$ cat config.mk
export PLATFORM = sky130hd
export DESIGN_NAME = ais_top
export DESIGN_NICKNAME = d
export VERILOG_FILES = /design/src/hw/ais_pkg.sv /design/src/hw/ais_decode.sv /design/src/hw/ais_amp.sv /design/src/hw/ais_top.sv
export SDC_FILE = /design/constraint.sdc
export NUM_CORES = 1
export LEC_CHECK = 0
export BUFFER_PORTS_ARGS = -buffer_cell sky130_fd_sc_hd__buf_2
export CAP_MARGIN = 15
export CORE_ASPECT_RATIO = 0.8
export CORE_UTILIZATION = 40
export DETAILED_ROUTE_END_ITERATION = 10
export PLACE_DENSITY_LB_ADDON = 0.2
export SYNTH_ARGS = -nofsm -noshare
export SYNTH_HDL_FRONTEND = slang
export SYNTH_HIERARCHICAL = 1
export SYNTH_SLANG_ARGS = --single-unit
$ cat constraint.sdc
create_clock -name mclk -period 2.49 [get_ports mclk]
set_clock_uncertainty 0.1 [all_clocks]
set_input_delay 0.747 -clock mclk [delete_from_list [all_inputs] [get_ports mclk]]
set_output_delay 0.747 -clock mclk [all_outputs]
set_load 0.01 [all_outputs]
$ cat src/hw/ais_pkg.sv
package ais_pkg;

  // Register indices; the byte address on the bus is four times the index.
  localparam logic [5:0] IDX_CTRL_A  = 6'h00;
  localparam logic [5:0] IDX_COMMAND = 6'h0a;
  localparam logic [5:0] IDX_AMP     = 6'h0b;
  localparam logic [5:0] IDX_POS     = 6'h0c;
  localparam logic [5:0] IDX_NEG     = 6'h0d;
  localparam logic [5:0] IDX_RESULT  = 6'h10;
  localparam logic [5:0] IDX_SAMPLE  = 6'h14;

  // Reset values.
  localparam logic [7:0]  CTRL_A_RST  = 8'h00;
  localparam logic [7:0]  COMMAND_RST = 8'h00;
  localparam logic [7:0]  AMP_RST     = 8'h04;
  localparam logic [7:0]  SEL_RST     = 8'h00;
  localparam logic [31:0] RESULT_RST  = 32'h0000_0000;
  localparam logic [15:0] SAMPLE_RST  = 16'h0000;

  // Field positions.
  localparam int LOW_LAT_BIT = 0;
  localparam int DIFFERENTIAL_SELECT_BIT    = 7;
  localparam int START_HI    = 2;
  localparam int START_LO    = 0;
  localparam int GAIN_HI     = 7;
  localparam int GAIN_LO     = 5;
  localparam int BIAS_HI     = 4;
  localparam int BIAS_LO     = 3;
  localparam int DUR_HI      = 2;
  localparam int DUR_LO      = 1;
  localparam int AMP_EN_BIT  = 0;
  localparam int VIA_HI      = 7;
  localparam int VIA_LO      = 6;
  localparam int SEL_HI      = 5;
  localparam int SEL_LO      = 0;

  // Field codes.
  localparam logic [2:0] START_POS_WRITE = 3'h2;
  localparam logic [2:0] START_NEG_WRITE = 3'h3;
  localparam logic [1:0] VIA_DIRECT      = 2'h0;
  localparam logic [1:0] VIA_AMP         = 2'h1;
  localparam logic [1:0] DUR_CODE_A      = 2'h0;
  localparam logic [1:0] DUR_CODE_B      = 2'h1;
  localparam logic [1:0] DUR_CODE_C      = 2'h2;
  localparam logic [5:0] SEL_DEFAULT     = 6'h00;
  localparam logic [5:0] SEL_GND         = 6'h30;
  localparam logic [5:0] SEL_SUPPLY      = 6'h31;
  localparam logic [5:0] SEL_TEMP        = 6'h32;
  localparam logic [5:0] SEL_CREF        = 6'h33;
  localparam logic [3:0] POS_MAX_PIN     = 4'hf;
  localparam logic [3:0] NEG_MAX_PIN     = 4'h7;

  // Amplifier sampling durations in converter clock cycles.
  localparam logic [4:0] AMP_CYC_A    = 5'h06;
  localparam logic [4:0] AMP_CYC_B    = 5'h0f;
  localparam logic [4:0] AMP_CYC_C    = 5'h14;
  localparam logic [4:0] AMP_CYC_RSVD = 5'h14;

  localparam logic [1:0] RESP_OKAY   = 2'h0;
  localparam logic [1:0] RESP_SLVERR = 2'h2;

  typedef enum logic [2:0] {
    SRC_GND    = 3'h0,
    SRC_PIN    = 3'h1,
    SRC_SUPPLY = 3'h2,
    SRC_TEMP   = 3'h3,
    SRC_CREF   = 3'h4,
    SRC_RSVD   = 3'h7
  } ais_src_t;

endpackage

$ cat src/hw/ais_decode.sv
`timescale 1ns/1ps
module ais_decode
  import ais_pkg::*;
#(
  parameter logic [3:0] MAX_PIN    = 4'hf,
  parameter bit         ALLOW_TEMP = 1'b1
) (
  input  wire logic [5:0] sel,
  output ais_src_t        src,
  output logic [3:0]      pin
);

  always_comb begin
    src = SRC_RSVD;
    pin = 4'h0;
    if (sel == SEL_DEFAULT) begin
      src = SRC_GND;
    end else if (sel <= {2'h0, MAX_PIN}) begin
      src = SRC_PIN;
      pin = sel[3:0];
    end else begin
      case (sel)
        SEL_GND:    src = SRC_GND;
        SEL_SUPPLY: src = SRC_SUPPLY;
        SEL_TEMP:   src = ALLOW_TEMP ? SRC_TEMP : SRC_RSVD;
        SEL_CREF:   src = SRC_CREF;
        default:    src = SRC_RSVD;
      endcase
    end
  end

endmodule

$ cat src/hw/ais_amp.sv
`timescale 1ns/1ps
module ais_amp
  import ais_pkg::*;
(
  input  wire logic [1:0] dur_code,
  input  wire logic       amp_enable,
  input  wire logic       low_latency,
  input  wire logic [1:0] via,
  output logic [4:0]      cycles,
  output logic            power,
  output logic            route
);

  always_comb begin
    case (dur_code)
      DUR_CODE_A: cycles = AMP_CYC_A;
      DUR_CODE_B: cycles = AMP_CYC_B;
      DUR_CODE_C: cycles = AMP_CYC_C;
      // The reserved code keeps the longest, safest duration.
      default:    cycles = AMP_CYC_RSVD;
    endcase
  end

  // Low latency keeps the amplifier biased while amp_enable is set, so that a later switch to the
  // amplifier path needs no warm-up.
  always_comb begin
    route = (via == VIA_AMP);
    power = amp_enable && ((via == VIA_AMP) || low_latency);
  end

endmodule

$ cat src/hw/ais_top.sv
// The AXI4-Lite register port was decided locally.
`timescale 1ns/1ps
module ais_top
  import ais_pkg::*;
(
  input  wire logic        mclk,
  input  wire logic        rst_n,
  input  wire logic [7:0]  s_axi_awaddr,
  input  wire logic        s_axi_awvalid,
  output logic             s_axi_awready,
  input  wire logic [31:0] s_axi_wdata,
  input  wire logic [3:0]  s_axi_wstrb,
  input  wire logic        s_axi_wvalid,
  output logic             s_axi_wready,
  output logic [1:0]       s_axi_bresp,
  output logic             s_axi_bvalid,
  input  wire logic        s_axi_bready,
  input  wire logic [7:0]  s_axi_araddr,
  input  wire logic        s_axi_arvalid,
  output logic             s_axi_arready,
  output logic [31:0]      s_axi_rdata,
  output logic [1:0]       s_axi_rresp,
  output logic             s_axi_rvalid,
  input  wire logic        s_axi_rready,
  input  wire logic        sample_valid,
  input  wire logic [15:0] sample_data,
  input  wire logic        result_valid,
  input  wire logic [31:0] result_data,
  output ais_src_t         pos_src,
  output logic [3:0]       pos_pin,
  output ais_src_t         neg_src,
  output logic [3:0]       neg_pin,
  output logic             neg_used,
  output logic             amp_route,
  output logic             amp_power,
  output logic [2:0]       amp_gain,
  output logic [1:0]       amp_bias,
  output logic [4:0]       amp_sample_cycles,
  output logic             conv_start
);

  logic        awready_q;
  logic        wready_q;
  logic        bvalid_q;
  logic [1:0]  bresp_q;
  logic [5:0]  aw_idx_q;
  logic [31:0] w_data_q;
  logic [3:0]  w_strb_q;
  logic        arready_q;
  logic        rvalid_q;
  logic [1:0]  rresp_q;
  logic [31:0] rdata_q;
  logic        wr_fire;
  logic        wr_lane0;
  logic [7:0]  ctrl_a_q;
  logic [7:0]  command_q;
  logic [7:0]  amp_q;
  logic [1:0]  via_q;
  logic [5:0]  pos_sel_q;
  logic [5:0]  neg_sel_q;
  logic [31:0] result_q;
  logic [15:0] sample_q;
  logic        conv_start_q;
  ais_src_t    pos_src_w;
  ais_src_t    neg_src_w;
  logic [3:0]  pos_pin_w;
  logic [3:0]  neg_pin_w;
  logic [4:0]  cycles_w;
  logic        power_w;
  logic        route_w;
  ais_src_t    pos_src_q;
  ais_src_t    neg_src_q;
  logic [3:0]  pos_pin_q;
  logic [3:0]  neg_pin_q;
  logic        neg_used_q;
  logic        amp_route_q;
  logic        amp_power_q;
  logic [4:0]  amp_cycles_q;

  // A write fires once address and data are held and no response waits.
  assign wr_fire  = !awready_q && !wready_q && !bvalid_q;
  assign wr_lane0 = wr_fire && w_strb_q[0];

  function automatic logic mapped(input logic [5:0] idx);
    mapped = (idx == IDX_CTRL_A) || (idx == IDX_COMMAND) ||
             (idx == IDX_AMP) || (idx == IDX_POS) || (idx == IDX_NEG) ||
             (idx == IDX_RESULT) || (idx == IDX_SAMPLE);
  endfunction

  always_ff @(posedge mclk) begin
    if (!rst_n) begin
      awready_q <= 1'b1;
      aw_idx_q  <= 6'h00;
    end else if (s_axi_awvalid && awready_q) begin
      awready_q <= 1'b0;
      aw_idx_q  <= s_axi_awaddr[7:2];
    end else if (wr_fire) begin
      awready_q <= 1'b1;
    end
  end

  always_ff @(posedge mclk) begin
    if (!rst_n) begin
      wready_q <= 1'b1;
      w_data_q <= 32'h0000_0000;
      w_strb_q <= 4'h0;
    end else if (s_axi_wvalid && wready_q) begin
      wready_q <= 1'b0;
      w_data_q <= s_axi_wdata;
      w_strb_q <= s_axi_wstrb;
    end else if (wr_fire) begin
      wready_q <= 1'b1;
    end
  end

  always_ff @(posedge mclk) begin
    if (!rst_n) begin
      bvalid_q <= 1'b0;
      bresp_q  <= RESP_OKAY;
    end else if (wr_fire) begin
      bvalid_q <= 1'b1;
      bresp_q  <= mapped(aw_idx_q) ? RESP_OKAY : RESP_SLVERR;
    end else if (s_axi_bready) begin
      bvalid_q <= 1'b0;
    end
  end

  always_ff @(posedge mclk) begin
    if (!rst_n) begin
      ctrl_a_q  <= CTRL_A_RST;
      command_q <= COMMAND_RST;
      amp_q     <= AMP_RST;
    end else if (wr_lane0) begin
      if (aw_idx_q == IDX_CTRL_A) begin
        ctrl_a_q <= w_data_q[7:0];
      end
      if (aw_idx_q == IDX_COMMAND) begin
        command_q <= w_data_q[7:0];
      end
      if (aw_idx_q == IDX_AMP) begin
        amp_q <= w_data_q[7:0];
      end
    end
  end

  always_ff @(posedge mclk) begin
    if (!rst_n) begin
      via_q     <= SEL_RST[VIA_HI:VIA_LO];
      pos_sel_q <= SEL_RST[SEL_HI:SEL_LO];
      neg_sel_q <= SEL_RST[SEL_HI:SEL_LO];
    end else if (wr_lane0) begin
      if (aw_idx_q == IDX_POS) begin
        via_q     <= w_data_q[VIA_HI:VIA_LO];
        pos_sel_q <= w_data_q[SEL_HI:SEL_LO];
      end
      if (aw_idx_q == IDX_NEG) begin
        via_q     <= w_data_q[VIA_HI:VIA_LO];
        neg_sel_q <= w_data_q[SEL_HI:SEL_LO];
      end
    end
  end

  // Bus writes never reach result or sample, so none corrupts a reading.
  always_ff @(posedge mclk) begin
    if (!rst_n) begin
      result_q <= RESULT_RST;
      sample_q <= SAMPLE_RST;
    end else begin
      if (result_valid) begin
        result_q <= result_data;
      end
      if (sample_valid) begin
        sample_q <= sample_data;
      end
    end
  end

  always_ff @(posedge mclk) begin
    if (!rst_n) begin
      conv_start_q <= 1'b0;
    end else begin
      conv_start_q <= wr_lane0 &&
        (((aw_idx_q == IDX_POS) &&
          (command_q[START_HI:START_LO] == START_POS_WRITE)) ||
         ((aw_idx_q == IDX_NEG) &&
          (command_q[START_HI:START_LO] == START_NEG_WRITE)));
    end
  end

  always_ff @(posedge mclk) begin
    if (!rst_n) begin
      arready_q <= 1'b1;
      rvalid_q  <= 1'b0;
      rresp_q   <= RESP_OKAY;
      rdata_q   <= 32'h0000_0000;
    end else if (s_axi_arvalid && arready_q) begin
      arready_q <= 1'b0;
      rvalid_q  <= 1'b1;
      rresp_q   <= mapped(s_axi_araddr[7:2]) ? RESP_OKAY : RESP_SLVERR;
      case (s_axi_araddr[7:2])
        IDX_CTRL_A:  rdata_q <= {24'h000000, ctrl_a_q};
        IDX_COMMAND: rdata_q <= {24'h000000, command_q};
        IDX_AMP:     rdata_q <= {24'h000000, amp_q};
        IDX_POS:     rdata_q <= {24'h000000, via_q, pos_sel_q};
        IDX_NEG:     rdata_q <= {24'h000000, via_q, neg_sel_q};
        IDX_RESULT:  rdata_q <= result_q;
        IDX_SAMPLE:  rdata_q <= {16'h0000, sample_q};
        default:     rdata_q <= 32'h0000_0000;
      endcase
    end else if (rvalid_q && s_axi_rready) begin
      rvalid_q  <= 1'b0;
      arready_q <= 1'b1;
    end
  end

  ais_decode #(
    .MAX_PIN    (POS_MAX_PIN),
    .ALLOW_TEMP (1'b1)
  ) u_pos_decode (
    .sel (pos_sel_q),
    .src (pos_src_w),
    .pin (pos_pin_w)
  );
  ais_decode #(
    .MAX_PIN    (NEG_MAX_PIN),
    .ALLOW_TEMP (1'b0)
  ) u_neg_decode (
    .sel (neg_sel_q),
    .src (neg_src_w),
    .pin (neg_pin_w)
  );
  ais_amp u_amp (
    .dur_code    (amp_q[DUR_HI:DUR_LO]),
    .amp_enable  (amp_q[AMP_EN_BIT]),
    .low_latency (ctrl_a_q[LOW_LAT_BIT]),
    .via         (via_q),
    .cycles      (cycles_w),
    .power       (power_w),
    .route       (route_w)
  );

  always_ff @(posedge mclk) begin
    if (!rst_n) begin
      pos_src_q    <= SRC_GND;
      pos_pin_q    <= 4'h0;
      neg_src_q    <= SRC_GND;
      neg_pin_q    <= 4'h0;
      neg_used_q   <= 1'b0;
      amp_route_q  <= 1'b0;
      amp_power_q  <= 1'b0;
      amp_cycles_q <= AMP_CYC_C;
    end else begin
      pos_src_q    <= pos_src_w;
      pos_pin_q    <= pos_pin_w;
      neg_src_q    <= neg_src_w;
      neg_pin_q    <= neg_pin_w;
      neg_used_q   <= command_q[DIFFERENTIAL_SELECT_BIT];
      amp_route_q  <= route_w;
      amp_power_q  <= power_w;
      amp_cycles_q <= cycles_w;
    end
  end

  assign s_axi_awready     = awready_q;
  assign s_axi_wready      = wready_q;
  assign s_axi_bvalid      = bvalid_q;
  assign s_axi_bresp       = bresp_q;
  assign s_axi_arready     = arready_q;
  assign s_axi_rvalid      = rvalid_q;
  assign s_axi_rresp       = rresp_q;
  assign s_axi_rdata       = rdata_q;
  assign pos_src           = pos_src_q;
  assign pos_pin           = pos_pin_q;
  assign neg_src           = neg_src_q;
  assign neg_pin           = neg_pin_q;
  assign neg_used          = neg_used_q;
  assign amp_route         = amp_route_q;
  assign amp_power         = amp_power_q;
  assign amp_gain          = amp_q[GAIN_HI:GAIN_LO];
  assign amp_bias          = amp_q[BIAS_HI:BIAS_LO];
  assign amp_sample_cycles = amp_cycles_q;
  assign conv_start        = conv_start_q;

  a_dur_fifteen: assert property (@(posedge mclk) disable iff (!rst_n)
    (amp_q[DUR_HI:DUR_LO] == DUR_CODE_B) |=> (amp_sample_cycles == 5'h0f))
    else $error("sample duration not fifteen cycles");
  a_amp_selected: assert property (@(posedge mclk) disable iff (!rst_n)
    (amp_q[AMP_EN_BIT] && (via_q == VIA_AMP)) |=> amp_power)
    else $error("amplifier off while enabled and routed");
  a_amp_low_latency: assert property (@(posedge mclk) disable iff (!rst_n)
    (amp_q[AMP_EN_BIT] && ctrl_a_q[LOW_LAT_BIT]) |=> amp_power)
    else $error("amplifier off in low latency");
  a_amp_idle: assert property (@(posedge mclk) disable iff (!rst_n)
    (!amp_q[AMP_EN_BIT] || ((via_q == VIA_DIRECT) &&
      !ctrl_a_q[LOW_LAT_BIT])) |=> !amp_power)
    else $error("amplifier on without cause");
  a_route_direct: assert property (@(posedge mclk) disable iff (!rst_n)
    (via_q == VIA_DIRECT) |=> !amp_route)
    else $error("routing through amplifier on direct code");
  a_via_shared: assert property (@(posedge mclk) disable iff (!rst_n)
    (wr_lane0 && (aw_idx_q == IDX_NEG)) |=>
      ##1 (amp_route == ($past(w_data_q[VIA_HI:VIA_LO], 2) == VIA_AMP)))
    else $error("negative write did not steer shared routing");
  a_pos_pin: assert property (@(posedge mclk) disable iff (!rst_n)
    ((pos_sel_q != 6'h00) && (pos_sel_q <= 6'h0f)) |=>
      ((pos_src == SRC_PIN) && (pos_pin == $past(pos_sel_q[3:0]))))
    else $error("positive pin code misdecoded");
  a_neg_temp: assert property (@(posedge mclk) disable iff (!rst_n)
    (neg_sel_q == SEL_TEMP) || (neg_sel_q == 6'h08) |=>
      (neg_src == SRC_RSVD))
    else $error("negative reserved code accepted");
  a_result_hold: assert property (@(posedge mclk) disable iff (!rst_n)
    (!result_valid && !sample_valid) |=>
      ($stable(result_q) && $stable(sample_q)))
    else $error("read-only register changed without conversion");
  a_start_pulse: assert property (@(posedge mclk) disable iff (!rst_n)
    (wr_lane0 && (aw_idx_q == IDX_POS) &&
     (command_q[START_HI:START_LO] == START_POS_WRITE)) |=>
      conv_start ##1 !conv_start)
    else $error("positive write start not a single pulse");
  a_bresp_hold: assert property (@(posedge mclk) disable iff (!rst_n)
    (s_axi_bvalid && !s_axi_bready) |=> s_axi_bvalid)
    else $error("write response dropped before acceptance");
endmodule

==> impl_results.md <==
* Status: finished, final reports clean
* RSZ-0062 raised after global routing: false
* Effective utilization at floorplan at 40.8%
* Layout cell share with drive strength beyond 1 at 23.3%
* Int Pwr at 4.12 mW
* Antenna-violating nets left at 0
* Synth Flop Type: dfxtp_1
* Vias/cell at 4.93
* Placed Cells at 996
* Clk pin slew, worst setup/hold paths at 0.06 ns
* DRC at 0
* Initial antenna violation count at 0
* Via count at 5,033
* Most frequent cell after synthesis: dfxtp_1
* Die area at 17,400 sq um
* FF+latch count, synth at 163
* Syn. warnings at 6
* Vias in the first global route at 4,924
* Synth area leader: dfxtp_1
* Worst-Margin Slew at 0.570 ns
* WHS Path Cells at 2
* Post-Route Utilization at 48.9%
* Core ar. at 16,500 sq um
* # hold bufs at CTS at 0
* Crit-path cells: or4b_4 -> or3_1 -> mux2i_1 -> nand2_1
* Post-layout total power at 5.29 mW
* Final period util at 82.8%
* Net count, final at 904
* Synth cell types at 51
* CP Launch Type: flip-flop
* Total CTS buffers at 17
* Reg-to-reg startpoint: s_axi_awready
* Die W at 147 um
* # rows at 42
* Root Driver: clkbuf_16
* First-pass GRT wire length at 24.8 mm
* Placement Cell Area at 7610 sq um
* Drt pass-1 iters at 5
* Final std cells w/o fill at 1,021
* Register-to-register setup slack at 0.43 ns
* Post-synthesis average cell area at 10.1 sq um
* CP Class: flip-flop to flip-flop
* CP Data Required Time at 2.68 ns
* Avg WL per Cell at 15.1 um
* RR Endpoint: amp_q[2]
* Maximum number of pins on one net before global-route repair at 104
* Pwr Density at 655 nW/um^2
* Clock network power share at 41.1%
* Final hold violation count at 0
* Period minus WS final at 2.06 ns
* Routability cong. at 0.789
* Net Sw Frac at 22.1%
* Crit end category: flip-flop
* Final HPWL DP at 11.0 mm
* Fmax at 485 MHz
* Endpoint, Worst Hold: s_axi_rdata[13]
* Global route overflow at 0
* Slowest Stage Delay on Critical Path at 0.59 ns
* Post-synth EDFFs at 0
* CP Data Arrival Time at 2.25 ns
* Cell area after synthesis at 6730 sq um
* Total Wirelength at 15.4 mm
* Post-CTS setup buffers at 0
* Hold slack final at 0.345 ns
* CTS sink count at 163
* Fin Setup TNS at 0 ns
* Leak at 3.50 nW
* Place WS at 0.0211 ns
* CTS tree: done
* Gate power share at 7.1%
* I/O pin count at 178
* Initial drt markers at 260
* Fin area at 8080 sq um
* GRT busiest layer: met2
* CP max-delay cell: or3_1
* Most instantiated cells after synthesis: dfxtp_1 (163), mux2i_1 (107), nor2b_1 (106), nand2_1 (42), and2_1 (27)
* Synth area leaders: dfxtp_1 (48%), mux2i_1 (16%), nor2b_1 (9.9%)
* Die Y at 118 um
* Post-CTS sizing at 0
* Htree depth at 4
* Met3 usage at 6.74%
* MaxCap Viol Count at 0
* Worst Reg-to-Reg Cells at 4
* Max_slew headroom at 61.9%
* Post-Syn Instances at 669
* Hold WC Path Type: flip-flop to flip-flop
* Met2 Resource Use GR at 28.6%
* Count of input and output buffers at 144
* Clk_lat worst skew at 0.42 ns
* Switching pwr at 1.17 mW
* Synth top area share at 48.5%
* Max clock buf depth at 2
* CP Max Fanout at 12
* Met1 usage at 23.4%
* Area delta synth->final at 20.0%
* Flop pwr share at 51.8%
* Max IR drop VDD at 0.444 mV
* Max-slew violation count at 0
* Seq/Total Area, Yosys at 48.5%
* Setup violations, final at 0
* Hold Crit Start: s_axi_rdata[13]
* Fin worst setup slack at 0.429 ns
* Ant diodes at 0
* Async set-reset flop share out of synthesis at 0%
* Total GRT Usage at 18.4%
## logic make-up after synthesis
| logic type | after synthesis | synth area share [%] |
|---|---|---|
| xor+xnor | 3 | 0.390 |
| simple gates | 249 | 21.6 |
| buf+inv | 54 | 3.79 |
| other cells | 3 | 0.167 |
| mux | 109 | 16.2 |
| flops | 163 | 48.5 |
| compound gates | 88 | 9.31 |
## worst max-delay path, delay by kind of cell, from the launching register on
family,cells,cell delay (ns)
DFF,1,0.41
and+or+nand+nor,3,1.20
muxes,1,0.22
## flip-flops by register name, indices dropped and copies added (netlist names), 2 cells and up
name,flops
neg_sel_q,6
ctrl_a_q,8
pos_src,3
amp_sample_cycles,5
w_data_q,8
via_q,2
pos_pin,4
neg_pin,4
neg_src,3
amp_q,8
sample_q,16
result_q,32
command_q,8
s_axi_rdata,32
aw_idx_q,6
pos_sel_q,6
## worst max path at each step
stage / cells after the start / slack (ns) / from / endpoint
global placement: 7 / 0.12 / s_axi_araddr[4] / s_axi_rdata[13]
detailed placement: 7 / 0.02 / s_axi_araddr[4] / s_axi_rdata[8]
finish: 4 / 0.43 / s_axi_awready / amp_q[2]
global route: 4 / 0.28 / s_axi_awready / amp_q[2]
CTS: 4 / 0.42 / s_axi_awready / amp_q[2]
floorplan: 7 / 0.38 / s_axi_araddr[4] / s_axi_rdata[5]
## routing by layer
metal / wire (um) / vias to the layer above
met5: 0 / -
met4: 161 / 0
met3: 1070 / 12
met2: 7050 / 134
met1: 7140 / 2350
li1: - / 2537
## layout make-up
type / instances / area, sq um
clock inverters: 2 / 10.0
well taps: 220 / 275
repair buffers: 156 / 838
clock buffers: 23 / 458
inverters: 4 / 15.0
multi-input cells: 453 / 3220
flip-flops and latches: 163 / 3260
fillers: 1604 / 8430
## power by group through the flow
| stage | combinational, mW | sequential [mW] | clock [mW] |
|---|---|---|---|
| floorplan | 0.249 | 2.78 | 0 |
| global placement | 0.370 | 2.79 | 0 |
| detailed placement | 0.380 | 2.79 | 0 |
| CTS | 0.381 | 2.74 | 2.25 |
| global route | 0.417 | 2.75 | 2.36 |
| finish | 0.377 | 2.74 | 2.17 |
## layout by cell type (no fill, tap or decap), types with 3 or more instances in the layout
cell type,synthesis,layout
a31oi_1,4,4
a21boi_0,17,17
nor3_1,6,6
dfxtp_1,163,163
mux2i_1,107,107
o2bb2ai_1,11,11
nor4b_1,3,3
buf_4,12,11
nand2b_1,9,9
clkbuf_1,26,5
nor3b_1,3,3
a22oi_1,16,16
nor2_1,13,13
and2_1,27,27
a221oi_1,6,6
buf_2,5,143
conb_1,3,4
nand2_1,42,42
inv_1,4,4
clkbuf_16,0,17
nand3_1,21,21
o21ai_0,19,19
a21oi_1,4,4
nor2b_1,106,106
Power figures use the tool's default switching activity.
